### config.mk
export PLATFORM = sky130hd
export DESIGN_NAME = tcci_top
export DESIGN_NICKNAME = d
export VERILOG_FILES = /design/src/design/tcci_pkg.sv /design/src/design/tcci_fifo.sv /design/src/design/tcci_top.sv
export VERILOG_INCLUDE_DIRS = /design/src /design/src/design
export SDC_FILE = /design/constraint.sdc
export NUM_CORES = 2
export LEC_CHECK = 0
export BUFFER_PORTS_ARGS = -buffer_cell sky130_fd_sc_hd__buf_2
export CORE_MARGIN = 2
export CORE_UTILIZATION = 45
export CTS_BUF_LIST = sky130_fd_sc_hd__clkbuf_16
export DETAILED_ROUTE_END_ITERATION = 16
export PLACE_DENSITY = 0.58
export SLEW_MARGIN = 0
export SYNTH_ARGS = -nofsm -noshare
export SYNTH_HDL_FRONTEND = slang
export SYNTH_SLANG_ARGS = --single-unit
export TNS_END_PERCENT = 5
### constraint.sdc
create_clock -name aclk -period 8.1 [get_ports aclk]
set_input_delay 1.215 -clock aclk [delete_from_list [all_inputs] [get_ports aclk]]
set_output_delay 1.215 -clock aclk [all_outputs]
set_load 0.01 [all_outputs]
### src/design/tcci_consts.svh
// Named offsets, slots, bit positions and reset values of the transmit channel code insertion block
`ifndef TCCI_CONSTS_SVH
`define TCCI_CONSTS_SVH

// Per-port register indexes, byte address is four times the index
`define TCCI_IDX_JAM1       9'h104
`define TCCI_IDX_JAM2       9'h105
`define TCCI_IDX_JAM3       9'h106
`define TCCI_IDX_JAM4       9'h107
`define TCCI_IDX_DDS1       9'h108
`define TCCI_IDX_DDS2       9'h109
`define TCCI_IDX_DDS3       9'h10a
`define TCCI_IDX_IDLE1      9'h150
`define TCCI_IDX_IDLE2      9'h151
`define TCCI_IDX_IDLE3      9'h152
`define TCCI_IDX_IDLE4      9'h153
`define TCCI_IDX_CTL4       9'h1f4
`define TCCI_IDX_CTL2       9'h1f5
`define TCCI_IDX_JAMCODE    9'h1f6
`define TCCI_IDX_DDSCODE    9'h1f7
`define TCCI_IDX_IDLECODE   9'h1f8

// Port number sits above the 0x200-index stride
`define TCCI_PORT_LSB       9
`define TCCI_PORT_MSB       11
`define TCCI_IDX_MSB        13
`define TCCI_ADDR_HI_ZERO   2'h0

// Storage slots inside one port's bank
`define TCCI_SLOT_JAM1      4'h0
`define TCCI_SLOT_DDS1      4'h4
`define TCCI_SLOT_IDLE1     4'h7
`define TCCI_SLOT_CTL4      4'hb
`define TCCI_SLOT_CTL2      4'hc
`define TCCI_SLOT_JAMCODE   4'hd
`define TCCI_SLOT_DDSCODE   4'he
`define TCCI_SLOT_IDLECODE  4'hf

// Control bit positions
`define TCCI_CTL4_JAM_EN    0
`define TCCI_CTL4_E1_MODE   1
`define TCCI_CTL2_DDS_EN    0

// Reset values
`define TCCI_RST_SEL        8'h00
`define TCCI_RST_JAMCODE    8'h01
`define TCCI_RST_DDSCODE    8'h01
`define TCCI_RST_IDLECODE   8'hff

// Stream and bus constants
`define TCCI_T1_CHANS       5'h18
`define TCCI_ZERO_BYTE      8'h00
`define TCCI_RESP_OKAY      2'h0
`define TCCI_RESP_SLVERR    2'h2
`define TCCI_FIFO_DEPTH     8
`define TCCI_BANK_WORDS     128

`endif

### src/design/tcci_pkg.sv
// Types shared by the transmit channel code insertion block
package tcci_pkg;

  // One channel time slot of the transmit stream
  typedef struct packed {
    logic [2:0] port;   // Port 0..7 stands for port 1..8
    logic [4:0] chan;   // Channel 0..31 stands for channel 1..32
    logic [7:0] data;   // Channel byte
  } tcci_slot_s;

  // Register byte
  typedef logic [7:0] tcci_byte_t;

endpackage : tcci_pkg

### src/design/tcci_fifo.sv
// Parameterised synchronous FIFO with valid and ready on both sides
`timescale 1ns/100ps
`default_nettype none

module tcci_fifo #(
  parameter int WIDTH = 16,
  parameter int DEPTH = 8
) (
  // Clock and reset
  input  wire logic             aclk,
  input  wire logic             aresetn,
  // Fill side
  input  wire logic             in_valid,
  output logic                  in_ready,
  input  wire logic [WIDTH-1:0] in_data,
  // Drain side
  output logic                  out_valid,
  input  wire logic             out_ready,
  output logic [WIDTH-1:0]      out_data
);

  localparam int PW = $clog2(DEPTH);

  logic [WIDTH-1:0] mem [0:DEPTH-1];  // Storage words
  logic [PW-1:0]    wr_ptr;           // Next word to fill
  logic [PW-1:0]    rd_ptr;           // Oldest word
  logic [PW:0]      count;            // Words held
  wire              push;             // Word taken on fill side
  wire              pop;              // Word leaves on drain side

  // Honest flags straight from the count
  assign in_ready  = (count != (PW+1)'(DEPTH));
  assign out_valid = (count != '0);
  assign out_data  = mem[rd_ptr];
  assign push      = in_valid && in_ready;
  assign pop       = out_valid && out_ready;

  // Storage write, no reset needed for data
  always_ff @(posedge aclk) begin
    if (push) begin
      mem[wr_ptr] <= in_data;
    end
  end

  // Pointers and occupancy
  always_ff @(posedge aclk) begin
    if (!aresetn) begin
      wr_ptr <= '0;
      rd_ptr <= '0;
      count  <= '0;
    end else begin
      if (push) begin
        wr_ptr <= (wr_ptr == PW'(DEPTH - 1)) ? '0 : wr_ptr + PW'(1);
      end
      if (pop) begin
        rd_ptr <= (rd_ptr == PW'(DEPTH - 1)) ? '0 : rd_ptr + PW'(1);
      end
      count <= count + (PW+1)'(push) - (PW+1)'(pop);
    end
  end
endmodule : tcci_fifo

`default_nettype wire

### src/design/tcci_top.sv
// Transmit channel code insertion for eight ports with AXI4-Lite registers
//
// Contract
// - Idle-enabled channel gets its programmed idle code
// - Enable bit 1 inserts, 0 passes data
// - 24 channels in T1, 32 in E1
// - Register j bit k drives channel 8(j-1)+k+1
// - Jam stuffing only when selected and globally enabled
// - Selected all-zero byte becomes jam stuffing code
// - Zero-code stuffing: T1 channels 1-24, global enable
// - Eight port copies, stride 0x200 indexes
// - Selected all-zero byte becomes zero-code pattern
`timescale 1ns/100ps
`default_nettype none
`include "tcci_consts.svh"

module tcci_top
  import tcci_pkg::*;
(
  // Clock and reset
  input  wire logic        aclk,
  input  wire logic        aresetn,
  // AXI4-Lite write address and data
  input  wire logic        s_axi_awvalid,
  output logic             s_axi_awready,
  input  wire logic [15:0] s_axi_awaddr,
  input  wire logic        s_axi_wvalid,
  output logic             s_axi_wready,
  input  wire logic [31:0] s_axi_wdata,
  input  wire logic [3:0]  s_axi_wstrb,
  // AXI4-Lite write response
  output logic             s_axi_bvalid,
  input  wire logic        s_axi_bready,
  output logic [1:0]       s_axi_bresp,
  // AXI4-Lite read
  input  wire logic        s_axi_arvalid,
  output logic             s_axi_arready,
  input  wire logic [15:0] s_axi_araddr,
  output logic             s_axi_rvalid,
  input  wire logic        s_axi_rready,
  output logic [31:0]      s_axi_rdata,
  output logic [1:0]       s_axi_rresp,
  // Backplane transmit stream in
  input  wire logic        tx_in_valid,
  output logic             tx_in_ready,
  input  wire tcci_slot_s  tx_in,
  // Line-side transmit stream out
  output logic             tx_out_valid,
  input  wire logic        tx_out_ready,
  output tcci_slot_s       tx_out
);

  // Map a per-port index onto a storage slot, top bit flags a hit
  function automatic logic [4:0] tcci_slot_of(input logic [8:0] loc);
    logic [4:0] r;
    r = 5'h00;
    case (loc)
      `TCCI_IDX_JAM1:     r = {1'b1, `TCCI_SLOT_JAM1};
      `TCCI_IDX_JAM2:     r = {1'b1, `TCCI_SLOT_JAM1 + 4'h1};
      `TCCI_IDX_JAM3:     r = {1'b1, `TCCI_SLOT_JAM1 + 4'h2};
      `TCCI_IDX_JAM4:     r = {1'b1, `TCCI_SLOT_JAM1 + 4'h3};
      `TCCI_IDX_DDS1:     r = {1'b1, `TCCI_SLOT_DDS1};
      `TCCI_IDX_DDS2:     r = {1'b1, `TCCI_SLOT_DDS1 + 4'h1};
      `TCCI_IDX_DDS3:     r = {1'b1, `TCCI_SLOT_DDS1 + 4'h2};
      `TCCI_IDX_IDLE1:    r = {1'b1, `TCCI_SLOT_IDLE1};
      `TCCI_IDX_IDLE2:    r = {1'b1, `TCCI_SLOT_IDLE1 + 4'h1};
      `TCCI_IDX_IDLE3:    r = {1'b1, `TCCI_SLOT_IDLE1 + 4'h2};
      `TCCI_IDX_IDLE4:    r = {1'b1, `TCCI_SLOT_IDLE1 + 4'h3};
      `TCCI_IDX_CTL4:     r = {1'b1, `TCCI_SLOT_CTL4};
      `TCCI_IDX_CTL2:     r = {1'b1, `TCCI_SLOT_CTL2};
      `TCCI_IDX_JAMCODE:  r = {1'b1, `TCCI_SLOT_JAMCODE};
      `TCCI_IDX_DDSCODE:  r = {1'b1, `TCCI_SLOT_DDSCODE};
      `TCCI_IDX_IDLECODE: r = {1'b1, `TCCI_SLOT_IDLECODE};
      default:            r = 5'h00;
    endcase
    return r;
  endfunction : tcci_slot_of

  // Reset value of each storage slot
  function automatic tcci_byte_t tcci_rst_of(input logic [3:0] slot);
    tcci_byte_t v;
    v = `TCCI_RST_SEL;
    case (slot)
      `TCCI_SLOT_JAMCODE:  v = `TCCI_RST_JAMCODE;
      `TCCI_SLOT_DDSCODE:  v = `TCCI_RST_DDSCODE;
      `TCCI_SLOT_IDLECODE: v = `TCCI_RST_IDLECODE;
      default:             v = `TCCI_RST_SEL;
    endcase
    return v;
  endfunction : tcci_rst_of

  // Register bank: sixteen slots per port, port number on top
  tcci_byte_t  bank [0:`TCCI_BANK_WORDS-1];

  // Write channel state
  logic        aw_held;      // Write address captured
  logic        w_held;       // Write data captured
  logic [15:0] aw_addr;      // Captured write address
  tcci_byte_t  w_byte;       // Captured low byte
  logic        w_lane0;      // Low byte lane strobed

  // Write decode
  wire  [4:0]  wr_map    = tcci_slot_of(aw_addr[`TCCI_PORT_LSB+1:2]);
  wire  [2:0]  wr_port   = aw_addr[`TCCI_IDX_MSB:`TCCI_PORT_LSB+2];
  wire         wr_ok     = wr_map[4] && (aw_addr[15:14] == `TCCI_ADDR_HI_ZERO);
  wire  [6:0]  wr_ix     = {wr_port, wr_map[3:0]};
  wire         wr_fire   = aw_held && w_held && !s_axi_bvalid;

  // Read decode
  wire  [4:0]  rd_map    = tcci_slot_of(s_axi_araddr[`TCCI_PORT_LSB+1:2]);
  wire  [2:0]  rd_port   = s_axi_araddr[`TCCI_IDX_MSB:`TCCI_PORT_LSB+2];
  wire         rd_ok     = rd_map[4] && (s_axi_araddr[15:14] == `TCCI_ADDR_HI_ZERO);
  wire  [6:0]  rd_ix     = {rd_port, rd_map[3:0]};
  wire         rd_take   = s_axi_arvalid && s_axi_arready;

  // A channel takes one item at a time and stalls while a response waits
  assign s_axi_awready = !aw_held && !s_axi_bvalid;
  assign s_axi_wready  = !w_held && !s_axi_bvalid;
  assign s_axi_arready = !s_axi_rvalid;

  // Capture write address and data in either order
  always_ff @(posedge aclk) begin
    if (!aresetn) begin
      aw_held <= 1'b0;
      w_held  <= 1'b0;
      aw_addr <= 16'h0000;
      w_byte  <= 8'h00;
      w_lane0 <= 1'b0;
    end else begin
      if (s_axi_awvalid && s_axi_awready) begin
        aw_held <= 1'b1;
        aw_addr <= s_axi_awaddr;
      end else if (wr_fire) begin
        aw_held <= 1'b0;
      end
      if (s_axi_wvalid && s_axi_wready) begin
        w_held  <= 1'b1;
        w_byte  <= s_axi_wdata[7:0];
        w_lane0 <= s_axi_wstrb[0];
      end else if (wr_fire) begin
        w_held <= 1'b0;
      end
    end
  end

  // Write response; unmapped addresses answer SLVERR and store nothing
  always_ff @(posedge aclk) begin
    if (!aresetn) begin
      s_axi_bvalid <= 1'b0;
      s_axi_bresp  <= `TCCI_RESP_OKAY;
    end else if (wr_fire) begin
      s_axi_bvalid <= 1'b1;
      s_axi_bresp  <= wr_ok ? `TCCI_RESP_OKAY : `TCCI_RESP_SLVERR;
    end else if (s_axi_bready) begin
      s_axi_bvalid <= 1'b0;
    end
  end

  // Bank store; each port owns its own slots
  always_ff @(posedge aclk) begin
    if (!aresetn) begin
      for (int i = 0; i < `TCCI_BANK_WORDS; i++) begin
        bank[i] <= tcci_rst_of(4'(i));
      end
    end else if (wr_fire && wr_ok && w_lane0) begin
      bank[wr_ix] <= w_byte;
    end
  end

  // Read answer one cycle after the address is taken
  always_ff @(posedge aclk) begin
    if (!aresetn) begin
      s_axi_rvalid <= 1'b0;
      s_axi_rdata  <= 32'h0000_0000;
      s_axi_rresp  <= `TCCI_RESP_OKAY;
    end else if (rd_take) begin
      s_axi_rvalid <= 1'b1;
      s_axi_rdata  <= rd_ok ? {24'h00_0000, bank[rd_ix]} : 32'h0000_0000;
      s_axi_rresp  <= rd_ok ? `TCCI_RESP_OKAY : `TCCI_RESP_SLVERR;
    end else if (s_axi_rready) begin
      s_axi_rvalid <= 1'b0;
    end
  end

  // Slot FIFO between backplane and substitution stage
  wire         head_valid;   // FIFO holds a slot
  wire         head_ready;   // Substitution stage can take it
  wire  [15:0] head_bits;    // Raw FIFO word
  tcci_slot_s  head;         // Oldest slot

  tcci_fifo #(
    .WIDTH ($bits(tcci_slot_s)),
    .DEPTH (`TCCI_FIFO_DEPTH)
  ) u_fifo (
    .aclk      (aclk),
    .aresetn   (aresetn),
    .in_valid  (tx_in_valid),
    .in_ready  (tx_in_ready),
    .in_data   (tx_in),
    .out_valid (head_valid),
    .out_ready (head_ready),
    .out_data  (head_bits)
  );

  assign head = tcci_slot_s'(head_bits);

  // Per-port settings for the head slot, read at the moment it leaves
  wire  [6:0]  pbase     = {head.port, 4'h0};
  wire  [2:0]  cbit      = head.chan[2:0];
  wire  [3:0]  idle_slot = `TCCI_SLOT_IDLE1 + {2'b00, head.chan[4:3]};
  wire  [3:0]  jam_slot  = `TCCI_SLOT_JAM1 + {2'b00, head.chan[4:3]};
  wire  [3:0]  dds_slot  = `TCCI_SLOT_DDS1 + {2'b00, head.chan[4:3]};
  wire  [7:0]  ctl4      = bank[pbase | {3'b000, `TCCI_SLOT_CTL4}];
  wire  [7:0]  ctl2      = bank[pbase | {3'b000, `TCCI_SLOT_CTL2}];
  wire  [7:0]  jam_code  = bank[pbase | {3'b000, `TCCI_SLOT_JAMCODE}];
  wire  [7:0]  dds_code  = bank[pbase | {3'b000, `TCCI_SLOT_DDSCODE}];
  wire  [7:0]  idle_code = bank[pbase | {3'b000, `TCCI_SLOT_IDLECODE}];
  wire         idle_bit  = bank[pbase | {3'b000, idle_slot}][cbit];
  wire         jam_bit   = bank[pbase | {3'b000, jam_slot}][cbit];
  wire         dds_bit   = bank[pbase | {3'b000, dds_slot}][cbit];

  // Mode and range; in T1 the fourth group is ignored
  wire         e1_mode   = ctl4[`TCCI_CTL4_E1_MODE];
  wire         t1_chan   = (head.chan < `TCCI_T1_CHANS);
  wire         in_range  = e1_mode || t1_chan;
  wire         zero_byte = (head.data == `TCCI_ZERO_BYTE);

  // Substitution choices for this slot
  wire         idle_hit  = in_range && idle_bit;
  wire         jam_hit   = ctl4[`TCCI_CTL4_JAM_EN] && in_range && jam_bit && zero_byte;
  wire         dds_hit   = !e1_mode && ctl2[`TCCI_CTL2_DDS_EN] && t1_chan && dds_bit && zero_byte;

  // Idle first, then jam, then zero code, else untouched
  wire  [7:0]  next_data = idle_hit ? idle_code :
                           jam_hit  ? jam_code  :
                           dds_hit  ? dds_code  : head.data;

  // Stage refills whenever empty or being drained
  assign head_ready = !tx_out_valid || tx_out_ready;
  wire         take_slot = head_valid && head_ready;

  // Output register; decided per slot as it leaves the FIFO, so a new setting is seen by the next slot
  always_ff @(posedge aclk) begin
    if (!aresetn) begin
      tx_out_valid <= 1'b0;
      tx_out       <= '0;
    end else if (head_ready) begin
      tx_out_valid <= head_valid;
      if (head_valid) begin
        tx_out <= '{port: head.port, chan: head.chan, data: next_data};
      end
    end
  end
endmodule : tcci_top

`default_nettype wire

Word level (Yosys, flattened, before mapping)
Memory sizes are Yosys's and may differ from the RTL's. A register that Yosys moved wholly into a read port is not among the register bits.
Index checks and enable logic that the tools add are counted.
- bits in registers: 92
- bits in latches: 0
- RAM bits: 1152
- ROM bits: 0
- bits of input ports: 93
- output and inout bits: 59
- word-level logic and storage cells: 141
- memories: 2
- memories (memory ; words ; width ; rd ports ; clocked after Yosys merged registers in ; wr ports ; RTL line ; text):
    bank ; 128 ; 8 ; 9 ; 0 ; 128 ; tcci_top.sv:93 ; tcci_byte_t bank [0:`TCCI_BANK_WORDS-1];
    u_fifo.mem ; 8 ; 16 ; 1 ; 1 ; 1 ; tcci_fifo.sv:24 ; logic [WIDTH-1:0] mem [0:DEPTH-1];
- add/sub/neg operators: 6
- multipliers: 0
- divide/modulo/power cells: 0
- magnitude comparators: 2
- eq/ne operators: 35
- shift-type cells: 0
- muxes and demuxes: 37
- bitwise logic cells: 3
- reductions and logical operators: 39
- operators by type and width (cell ; number):
    $eq 9x9->1 const B ; 32
    $pmux 5 s16 ; 2
    $mux 8 ; 8
    $logic_and 1x1->1 ; 21
    $mux 1 ; 17
    $or 7x4->7 ; 2
    $mux 3 ; 4
    $bmux 1 s3 ; 3
    $add 3x2->4 const A ; 2
    $logic_not 8->1 ; 1
    $reduce_bool 2->1 ; 4
    $reduce_or 8->1 ; 1
    $mux 7 ; 1
    $or 7x2->7 ; 1
    $add 3x1->3 const B ; 2
    $eq 3x3->1 const B ; 2
    $logic_not 1->1 ; 6
    $lt 5x5->1 const B ; 1
    $add 4x1->4 ; 1
    $logic_not 2->1 ; 2
    $lt 3x4->1 const B ; 1
    $mux 2 ; 2
    $ne 4x4->1 const B ; 1
    $reduce_bool 4->1 ; 1
    3 further kinds ; 4

Depth between registers and ports, before layout
- depth after elaboration: 10
- gate-level depth with buffers: 24
- mapped depth without buffers: 14

Cells and area by module
Synthesis repeated with hierarchy kept, for this count alone.
- cells, all modules: 5838
- area, all modules: 65136.2 µm²
- by module, submodules not included (module ; instances ; cells an instance ; area an instance (µm²) ; sequential area each (µm²)):
    tcci_top ; 1 ; 5576 ; 59523.3 ; 31830.5
    tcci_fifo ; 1 ; 262 ; 5612.9 ; 4103.9

Least setup slack after synthesis
No wires, ideal clock.
- path type: reg-to-reg
- from: register with a tool-made name
- to: register tx_out[3] in the netlist's numbering
- setup time: 0.125 ns
- data arrival time: 4.563 ns
- required time: 7.975 ns
- setup slack: 3.411 ns
- cell stages (with the launch flop): 22
- path buffers: 11
- clock period less this slack: 4.689 ns
- path through: dfxtp_1 buf_6 mux2i_1 mux4_2 buf_2 buf_2 buf_2 buf_2 buf_2 ha_1 clkbuf_1 clkbuf_1 clkbuf_1 clkbuf_1 nor3_1 o31ai_1 o2111ai_1 a311oi_2 a22oi_2 buf_6 a311oi_1 o31ai_1
- RTL lines (item ; RTL line ; text):
    end signal: assignment ; tcci_top.sv:250 ; tx_out <= '{port: head.port, chan: head.chan, data: next_data};
    end: declaration ; tcci_top.sv:50 ; output tcci_slot_s tx_out

==> results.cfg <==
[routing]
wl_per_cell_um = 31.5
num_vias = 57400
dr.pass1.iters = 8
drc = 0
postRouteAntennaNets = 0
wl_um = 283000
avgViaCountPerCell = 6.41
dr.first_iter.drc_count = 8729

[floorplanning]
core-area_um2 = 152000
row_count = 143
start_util = 0.452
io_pins = 152
dieWidth_um = 394
die_area_um2 = 155000
fp.dieH_um = 394

[timing]
tightest_slew_ns = 1.42
rsz0062_at_grt = false
drv_slew = 0
period_share = 0.765
min_period_ns = 6.19
finClkSkew_ns = 0.0491
max_freq_mhz = 161
max-slew-margin-rel = 0.0426
tns_ns = 0
setup_viol = 0
hold_viol_final = 0

[cells_and_area]
nFillCells = 14000
fin_area_um2 = 75100
nNetsFinal = 6907
drive_gt1_frac = 0.0980
area.growth.synth_to_final_pct = 9.76

[clock_network]
cts_resized = 0
path_clk_slew_ns = 0.06
clkSinkCount = 1219
htree_levels = 4
cts_setup_buffers = 0
clk_latency_ns = 0.81
ctsHoldBuffers = 0
clk_path_buf_depth = 3
cts_tree = built
cts_buffers = 141
clockRootBuffer = clkbuf_16

[power_and_ir_drop]
powerDensity_nw_per_um2 = 320
p_leak_uw = 0.0271
vdd_drop_max_mv = 0.365

[grt]
grt_pass1_wl_um = 395000
grt_overflow_total = 0
grt_max_degree = 138
antenna_found_initial = 31
grtUsageTotal = 0.354
grt_pass1_vias = 52900

[synth]
netlist_top_cells_area = edfxtp_1, nand2_1, and2_1
synth_cell_type_count = 87
synth.top_cell.area_share = 0.505
synthArstFlopShare = 0
ys_ff_latch = 1219
syn-mean-instance-area_um2 = 9.75
syn_area_um2 = 68500
yosysWarnings = 0
yosysSeqAreaShare = 0.525
synthCells = 7018
yosysTopAreaCell = edfxtp_1
ys.flop_type = edfxtp_1
synth_edf_count = 1152

[placement]
dp_hpwl_um = 194000
io_buffers = 94
place_congestion = 1.02
placed_cell_area_um2 = 70500

[min_path]
hold_path.class = reg2reg
min_to = s_axi_rdata[1]
min-delay-start = s_axi_rdata[1]
hold_depth = 2

[worst_setup_path]
r2r_slack_ns = 1.91
start_kind = flop
worst_path_max_delay_cell = a211oi_1
end_kind = flop
slowest_delay_ns = 0.89
path_cells = mux4_2 > mux2i_1 > ha_4 > and2_1 > nand4_1 > o211ai_1 > a21oi_1 > a211oi_1 > o32ai_1 > a22oi_2 > o21ai_0 > a22oi_1 > o221a_2
arrival_ns = 6.94
reg2reg_to = tx_out[4]
worstSetupPathType = reg2reg
cp.depth = 13
path_buf_inv = 0
r2r_cells = 13
critPathMaxFanout = 42
crit_family = compound AO/OA/AOI/OAI gates
crit_required_ns = 8.85

[flow_run]
cap_violations = 0

[outcome]
status = finished, final reports clean
[per-stage QoR]
stage	hold slack (ns)	cells	total power (uW)	util	worst slack, ns
floorplan	0.435	7043	13200	-	3.41
global placement	0.440	8688	17200	0.465	2.18
detailed placement	0.446	8688	17300	0.465	2.13
CTS	0.454	8946	23600	0.496	2.17
global route	0.469	8949	24500	0.496	1.65
finish	0.453	8960	24000	0.496	1.91
[state kept, by name (all words and copies together), names as in the netlist, 3 cells and up, named ones only]
name and cells:
w_byte 8, tx_out 16, bank 1024, s_axi_rdata 8, u_fifo.rd_ptr 3, u_fifo.wr_ptr 3
u_fifo.mem 128, aw_addr 14, u_fifo.count 4
[worst max path at each step]
| stage | start | to |
|---|---|---|
| finish | flop | tx_out[4] |
| global route | flop | tx_out[2] |
| CTS | flop | tx_out[4] |
| global placement | s_axi_araddr[7] | s_axi_rdata[7] |
| detailed placement | s_axi_araddr[7] | s_axi_rdata[4] |
| floorplan | flop | tx_out[3] |
[cell usage after synthesis (14+ instances only)]
cell and instances:
or3_1 85, edfxtp_1 1152, nand2_1 1892, mux4_2 125, and3_1 164, buf_2 145
a211oi_1 14, mux2i_1 182, buf_4 43, nand2b_1 17, nor2_1 185, nor3_1 23
dfxtp_1 67, nand4_1 66, a21oi_1 73, a31oi_1 208, a311oi_1 146, clkbuf_1 402
inv_1 22, a32oi_1 36, mux2_2 26, nand3_1 572, o21ai_0 180, buf_1 42
o211ai_1 15, and2_1 955
[placed cells by master (no fill, tap or decap), types with 15 or more instances in the layout]
cell	count
a32oi_1	36
conb_1	26
buf_2	93
or3_1	85
nand2b_1	17
clkinv_1	25
nand2_1	1885
dfxtp_1	56
inv_1	48
nor3_1	17
clkinv_2	32
mux2i_1	177
mux4_2	124
buf_4	143
buf_12	19
a311oi_1	146
a21oi_1	72
a31oi_1	208
edfxtp_1	1152
and3_1	164
nor2_1	184
and2_1	955
nand4_1	66
nand3_1	571
mux2_2	26
o21ai_0	177
clkbuf_16	142
o211ai_1	15
[cells by family (layout without fill, tap and decap cells)]
kind of cell             Yosys count  count (layout)  share of synthesized area
AO/OA/AOI/OAI                    792             792                     0.0788
XOR/XNOR                           2               2                   0.000256
adder cells (fa/ha/maj)           13              13                    0.00249
buffers and inverters            663             536                     0.0423
flip-flops                      1219            1219                      0.525
multiplexers                     333             333                     0.0720
other                              1              40                  0.0000548
AND/OR/NAND/NOR                 3995            3995                      0.279
[power breakdown]
| part | switching [uW] | total (uW) | internal [uW] |
|---|---|---|---|
| Combinational | 7410 | 10200 | 2820 |
| Sequential | 289 | 7440 | 7150 |
| Clock | 2880 | 6370 | 3490 |
| Total | 10600 | 24000 | 13500 |
[area by class of cell]
type                    count  area (um2)  area share
inverters                  23         103     0.00137
diodes                     14        35.0    0.000466
clock inverters           116        1060      0.0141
flip-flops and latches   1219       36000       0.479
well taps                2030        2540      0.0338
clock buffers             142        3550      0.0473
repair buffers            255        1920      0.0255
multi-input cells        5161       30000       0.399
[tightest hold or removal path, stage by stage, from the launching register on]
cell,delay (ns)
dfxtp_1,0.31
nand2_1,0.05
o21ai_1,0.05
[routing by layer]
metal,vias up,share of wire,track usage
met3,783,0.12,0.0990
li1,24500,-,-
met1,28200,0.37,0.464
met4,30,0.065,0.197
met5,-,0.0014,0
met2,3871,0.44,0.531
Power figures use the tool's default switching activity.
